[src/ism_consts.svh]
`ifndef ISM_CONSTS_SVH
`define ISM_CONSTS_SVH

// ****************************************
// Timing
// ****************************************
// Device clock rate and target serial clock rate, in kHz
`define ISM_CLK_KHZ 10000
`define ISM_SCL_KHZ 380

// ****************************************
// Byte framing
// ****************************************
// Bit index of the acknowledge slot and of the last data bit
`define ISM_ACK_IDX 4'h8
`define ISM_LAST_BIT_IDX 4'h7
`define ISM_FIRST_BIT_IDX 4'h0
// Direction flag in bit 0 of the address byte
`define ISM_RD_FLAG 1'h1
`define ISM_WR_FLAG 1'h0
// Receive shifter preset while the slave drives data
`define ISM_IDLE_BYTE 8'hff
// Byte count that marks the final byte
`define ISM_ONE_BYTE 8'h01
`define ISM_ZERO_BYTE 8'h00
// Low drive level on an open-drain pin
`define ISM_DRIVE_LOW 1'h0

`endif

[src/ism_pkg.sv]
`default_nettype none

// ****************************************
// Types of the serial bus master
// ****************************************
package ism_pkg;

  // Bus sequencer states
  typedef enum logic [3:0] {
    S_IDLE   = 4'h0,
    S_START  = 4'h1,
    S_LOW    = 4'h2,
    S_HIGH   = 4'h3,
    S_STOP_A = 4'h4,
    S_STOP_B = 4'h5,
    S_STOP_C = 4'h6,
    S_RST_A  = 4'h7,
    S_RST_B  = 4'h8
  } ism_state_t;

  // Which byte of the transaction is on the wire
  typedef enum logic [2:0] {
    P_ADDR_W = 3'h0,
    P_REG    = 3'h1,
    P_WDATA  = 3'h2,
    P_ADDR_R = 3'h3,
    P_RDATA  = 3'h4
  } ism_phase_t;

endpackage

`default_nettype wire

[src/ism_sync.sv]
`default_nettype none

// ****************************************
// Two-stage synchroniser for pin inputs
// ****************************************
module ism_sync #(
  parameter int W = 2
) (
  input wire logic i_clk,
  input wire logic i_rst_n,
  input wire logic [W-1:0] i_async,
  output logic [W-1:0] o_sync
);

  logic [W-1:0] meta_reg;
  logic [W-1:0] sync_reg;

  // One pair of flops per bit, idling high like the bus
  for (genvar g = 0; g < W; g++) begin : g_bit
    always_ff @(posedge i_clk or negedge i_rst_n) begin
      if (!i_rst_n) begin
        meta_reg[g] <= 1'h1;
        sync_reg[g] <= 1'h1;
      end else begin
        meta_reg[g] <= i_async[g];
        sync_reg[g] <= meta_reg[g];
      end
    end
  end

  assign o_sync = sync_reg;

endmodule

`default_nettype wire

[src/ism_master.sv]
// Behaviour
// [RQ1] This block alone drives the serial clock in every transaction.
// [RQ2] Single master only; no arbitration or arbitration-loss handling.
// [RQ3] Slaves never start a transfer; the master starts and controls all.
// [RQ4] Data changes with clock high only to form start or stop.
// [RQ5] Transmitter holds data stable while the clock is high.
// [RQ6] Both lines open-drain: pull low or release to the pull-up.
// [RQ7] Bytes go out as 8 bits, MSB first, clock pulsed high then low.
// [RQ8] A ninth clock after each byte carries the receiver's acknowledge.
// [RQ9] Receiver acknowledges low when accepting, leaves high when it cannot.
// [RQ10] A high acknowledge makes the master issue a stop.
// [RQ11] Serial clock runs at roughly 380 kHz.
// [RQ12] Address byte: 7-bit address in bits 7..1, direction in bit 0.
// [RQ13] Slaves not addressed ignore the transaction until the next start.
// [RQ14] Write: start, address+write, register, data bytes, stop.
// [RQ15] Slaves advance their register pointer after each data byte.
// [RQ16] Read: start, addr+write, register, restart, addr+read, bytes, stop.
// [RQ17] Clock stretching unsupported; clock timing proceeds regardless.
// [RQ18] Master acknowledges read bytes low except the last before stop.
// [RQ19] Both lines are released and idle high between transactions.
`include "ism_consts.svh"
`default_nettype none

module ism_master
  import ism_pkg::*;
#(
  parameter int CLK_KHZ = `ISM_CLK_KHZ,
  parameter int SCL_KHZ = `ISM_SCL_KHZ
) (
  input wire logic i_clk,
  input wire logic i_rst_n,
  input wire logic i_go,
  input wire logic i_rd,
  input wire logic [6:0] i_addr,
  input wire logic [7:0] i_regnum,
  input wire logic [7:0] i_len,
  input wire logic [7:0] i_tx_data,
  output logic o_tx_take,
  output logic [7:0] o_rx_data,
  output logic o_rx_valid,
  output logic o_busy,
  output logic o_done,
  output logic o_nack,
  output logic o_scl_stretch,
  input wire logic i_scl_in,
  output logic o_scl_out,
  output logic o_scl_oe_n,
  input wire logic i_sda_in,
  output logic o_sda_out,
  output logic o_sda_oe_n
);

  // ****************************************
  // Timing constants
  // ****************************************
  localparam int HALF_I = CLK_KHZ / (2 * SCL_KHZ);
  localparam int HALF_M1_I = HALF_I - 1;
  localparam int STOP_WIN = 2 * HALF_I;
  localparam logic [7:0] HALF_M1 = 8'(HALF_M1_I);

  // ****************************************
  // Pin synchronisers
  // ****************************************
  logic [1:0] pins_s;
  logic scl_s;
  logic sda_s;

  ism_sync #(.W(2)) u_sync (
    .i_clk(i_clk),
    .i_rst_n(i_rst_n),
    .i_async({i_scl_in, i_sda_in}),
    .o_sync(pins_s)
  );

  assign scl_s = pins_s[1];
  assign sda_s = pins_s[0];

  // ****************************************
  // Line decode
  // ****************************************
  // Release SDA (1) or pull it low (0) for a given sequencer position
  function automatic logic sda_release(ism_state_t st, ism_phase_t ph,
                                       logic [3:0] bc, logic [7:0] sh, logic last);
    logic rel;
    rel = 1'h1;
    case (st)
      S_START, S_STOP_A, S_STOP_B: rel = `ISM_DRIVE_LOW;
      S_LOW, S_HIGH: rel = (bc == `ISM_ACK_IDX) ? ((ph == P_RDATA) ? last : 1'h1) // RQ8 RQ18
                                                : ((ph == P_RDATA) ? 1'h1 : sh[7]); // RQ7
      default: rel = 1'h1; // RQ19
    endcase
    return rel;
  endfunction

  // Release SCL except in the low halves that this block times
  function automatic logic scl_release(ism_state_t st);
    logic rel;
    case (st)
      S_LOW, S_STOP_A, S_RST_A: rel = `ISM_DRIVE_LOW;
      default: rel = 1'h1;
    endcase
    return rel;
  endfunction

  // ****************************************
  // Sequencer state
  // ****************************************
  ism_state_t state_reg, state_next;
  ism_phase_t phase_reg, phase_next;
  logic [7:0] cnt_reg, cnt_next;
  logic [3:0] bit_reg, bit_next;
  logic [7:0] shift_reg, shift_next;
  logic [7:0] left_reg, left_next;
  logic [6:0] addr_reg, addr_next;
  logic [7:0] regn_reg, regn_next;
  logic [7:0] rxd_reg, rxd_next;
  logic rd_reg, rd_next, nack_reg, nack_next, done_reg, done_next;
  logic take_reg, take_next, rxv_reg, rxv_next, stretch_reg, stretch_next;
  logic busy_reg, busy_next, scl_oe_n_reg, scl_oe_n_next, sda_oe_n_reg, sda_oe_n_next;
  logic tick, last;

  assign tick = (cnt_reg == `ISM_ZERO_BYTE);
  assign last = (left_reg == `ISM_ONE_BYTE);

  // Next-state logic of the whole bus sequence
  always_comb begin
    state_next = state_reg;
    phase_next = phase_reg;
    cnt_next = tick ? HALF_M1 : cnt_reg - 8'h01; // RQ11
    bit_next = bit_reg;
    shift_next = shift_reg;
    left_next = left_reg;
    rd_next = rd_reg;
    addr_next = addr_reg;
    regn_next = regn_reg;
    nack_next = nack_reg;
    stretch_next = stretch_reg;
    rxd_next = rxd_reg;
    done_next = 1'h0;
    take_next = 1'h0;
    rxv_next = 1'h0;
    case (state_reg)
      S_IDLE: begin
        cnt_next = HALF_M1;
        if (i_go) begin // RQ3
          state_next = S_START; // RQ4
          phase_next = P_ADDR_W;
          bit_next = `ISM_FIRST_BIT_IDX;
          shift_next = {i_addr, `ISM_WR_FLAG}; // RQ12 RQ14 RQ16
          rd_next = i_rd;
          addr_next = i_addr;
          regn_next = i_regnum;
          left_next = (i_len == `ISM_ZERO_BYTE) ? `ISM_ONE_BYTE : i_len;
          nack_next = 1'h0;
          stretch_next = 1'h0;
        end
      end
      S_START: if (tick) state_next = S_LOW;
      S_LOW: if (tick) state_next = S_HIGH; // RQ7
      S_HIGH: begin
        // Clock proceeds even if a slave holds SCL low; only flagged
        if (tick && !scl_s) stretch_next = 1'h1; // RQ17
        if (tick && bit_reg != `ISM_ACK_IDX) begin
          shift_next = {shift_reg[6:0], sda_s};
          bit_next = bit_reg + 4'h1;
          state_next = S_LOW;
          if (phase_reg == P_RDATA && bit_reg == `ISM_LAST_BIT_IDX) begin
            rxd_next = {shift_reg[6:0], sda_s};
            rxv_next = 1'h1;
          end
        end else if (tick) begin
          bit_next = `ISM_FIRST_BIT_IDX;
          state_next = S_LOW;
          if (phase_reg != P_RDATA && sda_s) begin
            nack_next = 1'h1; // RQ10
            state_next = S_STOP_A;
          end else begin
            case (phase_reg)
              P_ADDR_W: begin
                phase_next = P_REG;
                shift_next = regn_reg;
              end
              P_REG: begin
                if (rd_reg) begin
                  phase_next = P_ADDR_R; // RQ16
                  shift_next = {addr_reg, `ISM_RD_FLAG}; // RQ12
                  state_next = S_RST_A;
                end else begin
                  phase_next = P_WDATA; // RQ14
                  shift_next = i_tx_data;
                  take_next = 1'h1;
                end
              end
              P_WDATA: begin
                if (last) begin
                  state_next = S_STOP_A;
                end else begin
                  left_next = left_reg - 8'h01;
                  shift_next = i_tx_data;
                  take_next = 1'h1;
                end
              end
              P_ADDR_R: begin
                phase_next = P_RDATA;
                shift_next = `ISM_IDLE_BYTE;
              end
              default: begin
                // Final read byte was left unacknowledged, so stop
                if (last) state_next = S_STOP_A; // RQ18
                else left_next = left_reg - 8'h01;
              end
            endcase
          end
        end
      end
      S_RST_A: if (tick) state_next = S_RST_B;
      S_RST_B: if (tick) state_next = S_START;
      S_STOP_A: if (tick) state_next = S_STOP_B;
      S_STOP_B: if (tick) state_next = S_STOP_C; // RQ4
      S_STOP_C: begin
        if (tick) begin
          state_next = S_IDLE; // RQ19
          done_next = 1'h1;
        end
      end
      default: state_next = S_IDLE;
    endcase
    busy_next = (state_next != S_IDLE);
    scl_oe_n_next = scl_release(state_next); // RQ1 RQ2 RQ6
    sda_oe_n_next = sda_release(state_next, phase_next, bit_next, shift_next,
                                left_next == `ISM_ONE_BYTE); // RQ5 RQ6
  end

  // Registers of the sequencer and of the pin drivers
  always_ff @(posedge i_clk or negedge i_rst_n) begin
    if (!i_rst_n) begin
      state_reg <= S_IDLE;
      phase_reg <= P_ADDR_W;
      {cnt_reg, bit_reg, rd_reg, addr_reg, regn_reg, rxd_reg} <= '0;
      {shift_reg, left_reg} <= {8'hff, 8'h01};
      {nack_reg, done_reg, take_reg, rxv_reg, stretch_reg, busy_reg} <= '0;
      {scl_oe_n_reg, sda_oe_n_reg} <= 2'h3;
    end else begin
      state_reg <= state_next;
      phase_reg <= phase_next;
      {cnt_reg, bit_reg, shift_reg, left_reg} <= {cnt_next, bit_next, shift_next, left_next};
      {rd_reg, addr_reg, regn_reg, rxd_reg} <= {rd_next, addr_next, regn_next, rxd_next};
      {nack_reg, done_reg, take_reg, rxv_reg} <= {nack_next, done_next, take_next, rxv_next};
      {stretch_reg, busy_reg} <= {stretch_next, busy_next};
      {scl_oe_n_reg, sda_oe_n_reg} <= {scl_oe_n_next, sda_oe_n_next};
    end
  end

  // Output drive straight from flops; pins only ever pull low
  assign o_scl_out = `ISM_DRIVE_LOW;
  assign o_sda_out = `ISM_DRIVE_LOW;
  assign o_scl_oe_n = scl_oe_n_reg;
  assign o_sda_oe_n = sda_oe_n_reg;
  assign o_tx_take = take_reg;
  assign o_rx_data = rxd_reg;
  assign o_rx_valid = rxv_reg;
  assign o_busy = busy_reg;
  assign o_done = done_reg;
  assign o_nack = nack_reg;
  assign o_scl_stretch = stretch_reg;

  // ****************************************
  // Checks
  // ****************************************
  idle_release_a: assert property (@(posedge i_clk) disable iff (!i_rst_n) // RQ19
    state_reg == S_IDLE |-> o_scl_oe_n && o_sda_oe_n)
    else $error("Bus not released while idle");
  data_stable_a: assert property (@(posedge i_clk) disable iff (!i_rst_n) // RQ5
    (state_reg == S_HIGH && $past(state_reg) == S_HIGH) |-> $stable(o_sda_oe_n))
    else $error("SDA moved while SCL high in a data bit");
  start_form_a: assert property (@(posedge i_clk) disable iff (!i_rst_n) // RQ4
    $rose(state_reg == S_START) |-> o_scl_oe_n && !o_sda_oe_n && $past(o_sda_oe_n))
    else $error("Start condition malformed");
  high_len_a: assert property (@(posedge i_clk) disable iff (!i_rst_n) // RQ11
    ($rose(o_scl_oe_n) && state_reg == S_HIGH) |-> ##HALF_M1_I o_scl_oe_n ##1 !o_scl_oe_n)
    else $error("SCL high half has wrong length");
  nack_stop_a: assert property (@(posedge i_clk) disable iff (!i_rst_n) // RQ10
    $rose(nack_reg) |-> ##[1:STOP_WIN] (state_reg == S_STOP_B && !o_sda_oe_n && o_scl_oe_n))
    else $error("No stop after a missing acknowledge");
  addr_byte_a: assert property (@(posedge i_clk) disable iff (!i_rst_n) // RQ12
    $rose(state_reg == S_START) |->
      shift_reg == {addr_reg, (phase_reg == P_ADDR_R)})
    else $error("Address byte layout wrong");
  ack_slot_a: assert property (@(posedge i_clk) disable iff (!i_rst_n) // RQ8
    bit_reg <= `ISM_ACK_IDX)
    else $error("More than nine clocks in a byte");
  last_nak_a: assert property (@(posedge i_clk) disable iff (!i_rst_n) // RQ18
    (state_reg == S_HIGH && phase_reg == P_RDATA && bit_reg == `ISM_ACK_IDX)
      |-> o_sda_oe_n == last)
    else $error("Read acknowledge wrong for byte position");
  rstart_order_a: assert property (@(posedge i_clk) disable iff (!i_rst_n) // RQ16
    $rose(state_reg == S_RST_A) |-> rd_reg && phase_reg == P_ADDR_R && $past(phase_reg) == P_REG)
    else $error("Repeated start out of order");
  no_stretch_a: assert property (@(posedge i_clk) disable iff (!i_rst_n) // RQ17
    (state_reg == S_HIGH && tick) |=> state_reg != S_HIGH && !o_scl_oe_n)
    else $error("Clock waited on the slave");

endmodule

`default_nettype wire

[config.mk]
export PLATFORM = sky130hd
export DESIGN_NAME = ism_master
export DESIGN_NICKNAME = d
export VERILOG_FILES = /design/src/ism_pkg.sv /design/src/ism_sync.sv /design/src/ism_master.sv
export VERILOG_INCLUDE_DIRS = /design/src
export SDC_FILE = /design/constraint.sdc
export NUM_CORES = 1
export LEC_CHECK = 0
export ABC_AREA = 1
export ABC_CLOCK_PERIOD_IN_PS = 1800
export BUFFER_PORTS_ARGS = -buffer_cell sky130_fd_sc_hd__clkbuf_2
export CAP_MARGIN = 25
export CORE_MARGIN = 2
export CORE_UTILIZATION = 41
export DETAILED_ROUTE_END_ITERATION = 8
export MAX_ROUTING_LAYER = met4
export PLACE_DENSITY = 0.6
export SYNTH_ARGS = -nofsm -noshare
export SYNTH_HDL_FRONTEND = slang
export SYNTH_SLANG_ARGS = --single-unit
export TNS_END_PERCENT = 5
[constraint.sdc]
create_clock -name i_clk -period 1.8 [get_ports i_clk]
set_input_delay 0 -clock i_clk [delete_from_list [all_inputs] [get_ports i_clk]]
set_output_delay 0 -clock i_clk [all_outputs]
set_load 0.02 [all_outputs]
==> results by group <==
Setup path
  • CP Launch Point: cnt_reg[0]
  • CP dominant cell by count: nand2_1
  • Worst path max stage delay: 390 ps
  • R2r startpoint: cnt_reg[0]
  • Critical path data arrival time: 2380 ps
  • Critical path class: flip-flop to flip-flop
  • CP startpoint kind: flip-flop
  • Worst Setup End Kind: flip-flop
  • Cell Chain, Critical Path: inv_2, ha_4, nand2_4, nor2_4, buf_6, nand3_4, buf_8, o21bai_4, nand2_2, a21oi_2, nand2_1, nor2_1, nand3_2, nand2_1, nand2_1, nand2_1
  • CP Data Required Time: 2100 ps
  • CP Max Fanout: 8
  • Crit-path slowest cell: dfrtp_1

Yosys
  • YS warnings: 0
  • Post-synth EDFFs: 0
  • Most used DFF post-synth: dfrtp_1
  • Ys async rst share: 1.000
  • Cell with the most instances after synthesis: nand2_1
  • Number of synthesized register bits: 71
  • Synth top cells by count: nand2_1 (144), inv_1 (67), nor2_1 (57)
  • Post-synthesis instance total: 532
  • Area of the mapped netlist: 4006 sq um
  • Sequential share of the synthesized area: 0.4482
  • Top cell type's share of synthesized area: 0.3498
  • Post-Syn Area per Cell: 7.531 sq um
  • Synth area leaders: dfrtp_1 (35%), nand2_1 (13%), dfstp_2 (9.8%)
  • Synth cell types: 40
  • Yosys top cell by area: dfrtp_1

Outcome
  • Status: finished, violations left
  • Failing checks: negative hold slack, negative setup slack

STA
  • Fin. Hold Viols: 2
  • RSZ-0062 raised after global routing: yes
  • Post-route worst setup slack: -272.2 ps
  • Fmax: 0.4826 GHz
  • WHS: -8.055 ps
  • Fin. max-slew vios: 0
  • Setup Skew: 10.58 ps
  • Setup TNS: -1398 ps
  • Min cycle time layout: 2072 ps
  • Final setup viols: 14
  • Period utilisation layout: 1.151

Clock tree
  • Root Driver: clkbuf_8
  • Reg clk slew, reported paths: 80 ps
  • Inserted Clock Buffers: 9
  • CTS tree: built
  • CTS H-tree depth: 3
  • CTS Sinks: 71
  • Clk buf depth: 2
  • Worst skew pair latency: 360 ps

Placement
  • PortBufs: 52
  • Hpwl dp: 8.494 mm
  • DP Worst Slack: -272.0 ps
  • GPL Wtd Cong: 0.9267
  • Cell Area, Placed: 5234 sq um

Floorplanning
  • DIE HEIGHT: 102.9 um
  • Row cnt: 36
  • Die area: 10580 sq um
  • Num ports: 55
  • Core outline area: 9639 sq um
  • Chip width: 102.9 um
  • Initial core utilization: 0.4156

Min path
  • Worst hold-check path type: input pin to flip-flop
  • Hold_sp: i_len[7]

Final layout
  • Area growth syn-to-layout: 48.31%
  • Core Util, Final: 0.6164
  • Fin area: 5942 sq um
  • Layout cells sized above 1: 0.3811
  • # diodes: 0
  • Fillers: 929
  • Net count, final: 769

Power and ir drop
  • Tot Pwr: 3259 uW
  • PD cells: 548.5 nW/um^2
  • Leak pwr: 0.003024 uW
  • VDD IR max: 0.0004053 V

Route
  • Detailed Routing Iterations Pass 1: 5
  • DR iter-0 viols: 165
  • Via density per instance: 4.783
  • Post-route ant nets: 0
  • # DRC: 0
  • DR WL/cell: 13.34 um
  • Routed via count: 4137
  • Final WL: 11.54 mm

GRT
  • First-pass GRT wire length: 19.31 mm
  • Largest net degree at the start of global routing: 72
  • Overall Global Routing Usage: 0.2447
  • Number of global-route vias before repair: 4160
  • GRT overflow: 0
  • Initial antenna violation count: 0

Job
  • Max Cap Viol: 0
==> area by class of cell <==
| cell class | instances | area (sq um) | area share |
|---|---|---|---|
| multi-input cells | 376 | 2023 | 0.3405 |
| inverters | 75 | 284.0 | 0.04780 |
| clock buffers | 11 | 131.4 | 0.02211 |
| repair buffers | 194 | 1458 | 0.2453 |
| well taps | 133 | 166.4 | 0.02801 |
| flip-flops and latches | 71 | 1795 | 0.3022 |
| clock inverters | 5 | 83.83 | 0.01411 |
==> placed cells by master, fill, tap and decap left out, drive strengths merged <==
cell type	Yosys	routed
and3	2	2
dlygate4sd3	0	21
bufinv	0	2
clkinv	0	1
inv	75	75
and2	2	2
clkinvlp	0	2
clkbuf	2	62
o21ai	50	50
nor4	1	1
o22ai	1	1
o2111ai	3	3
dfstp	15	15
nand3	37	37
buf	9	122
a21oi	23	23
a31oi	4	4
ha	5	5
o31ai	1	1
o211ai	4	4
nand2	152	152
nand4	4	4
conb	1	2
nor2	71	71
nor3	8	8
o21bai	2	2
xor2	3	3
dfrtp	56	56
or2	1	1
==> timing repair <==
item	in CTS	in global routing
pin swaps	9	20
resized for setup	17	42
hold buffers	21	0
setup buffers	5	6
endpoints found under the setup margin	18	32
hold endpoints to repair	94	0
==> logic make-up after synthesis <==
kind of cell | count (synthesis) | synth area share
adder cells (fa/ha/maj) | 5 | 0.01562
flip-flops | 71 | 0.4482
AO/OA/AOI/OAI | 88 | 0.1318
buffers and inverters | 86 | 0.08869
AND/OR/NAND/NOR | 278 | 0.3082
other | 1 | 0.0009360
XOR/XNOR | 3 | 0.006560
==> report_power, final <==
group	switching (uW)	leakage [uW]	total [uW]	internal [uW]
clock	644	0.0000998	1430	784
combinational	96.0	0.00208	187	90.6
sequential	13.7	0.000840	1640	1630
total	754	0.00302	3260	2500
==> critical path: cells and delay by family (launching register included) <==
family	cells	cell delay, ps
compound gates	2	270
fa+ha+maj	1	160
simple gates	10	820
flops	1	390
buf+inv	3	360
==> per-layer routing <==
layer  GRT usage  routed length (um)  vias to the layer above  share of wire
met5           -                   0                        -              0
met4     0.09109                 240                        0          0.021
met3     0.03390                 430                       17          0.037
met2      0.3876                5559                      106           0.48
met1      0.3212                5305                     1938           0.46
li1            -                   -                     2076              -
==> stage by stage <==
step                hold WS (ps)  instances
floorplan                 -295.6        533
global placement           60.35        817
detailed placement         60.79        817
CTS                        3.495        859
global route               4.144        865
finish                    -8.055        865
==> worst paths after layout <==
check	slack [ps]	depth (start not counted)	to
max	-270	16	o_sda_oe_n
min	-8	4	left_reg[7]
max reg2reg	-270	16	o_sda_oe_n
min reg2reg	360	0	u_sync.o_sync[0]
max in group asynchronous	1260	3	o_scl_oe_n
min in group asynchronous	200	3	o_rx_data[4]
(Power assumes the default switching activity.)
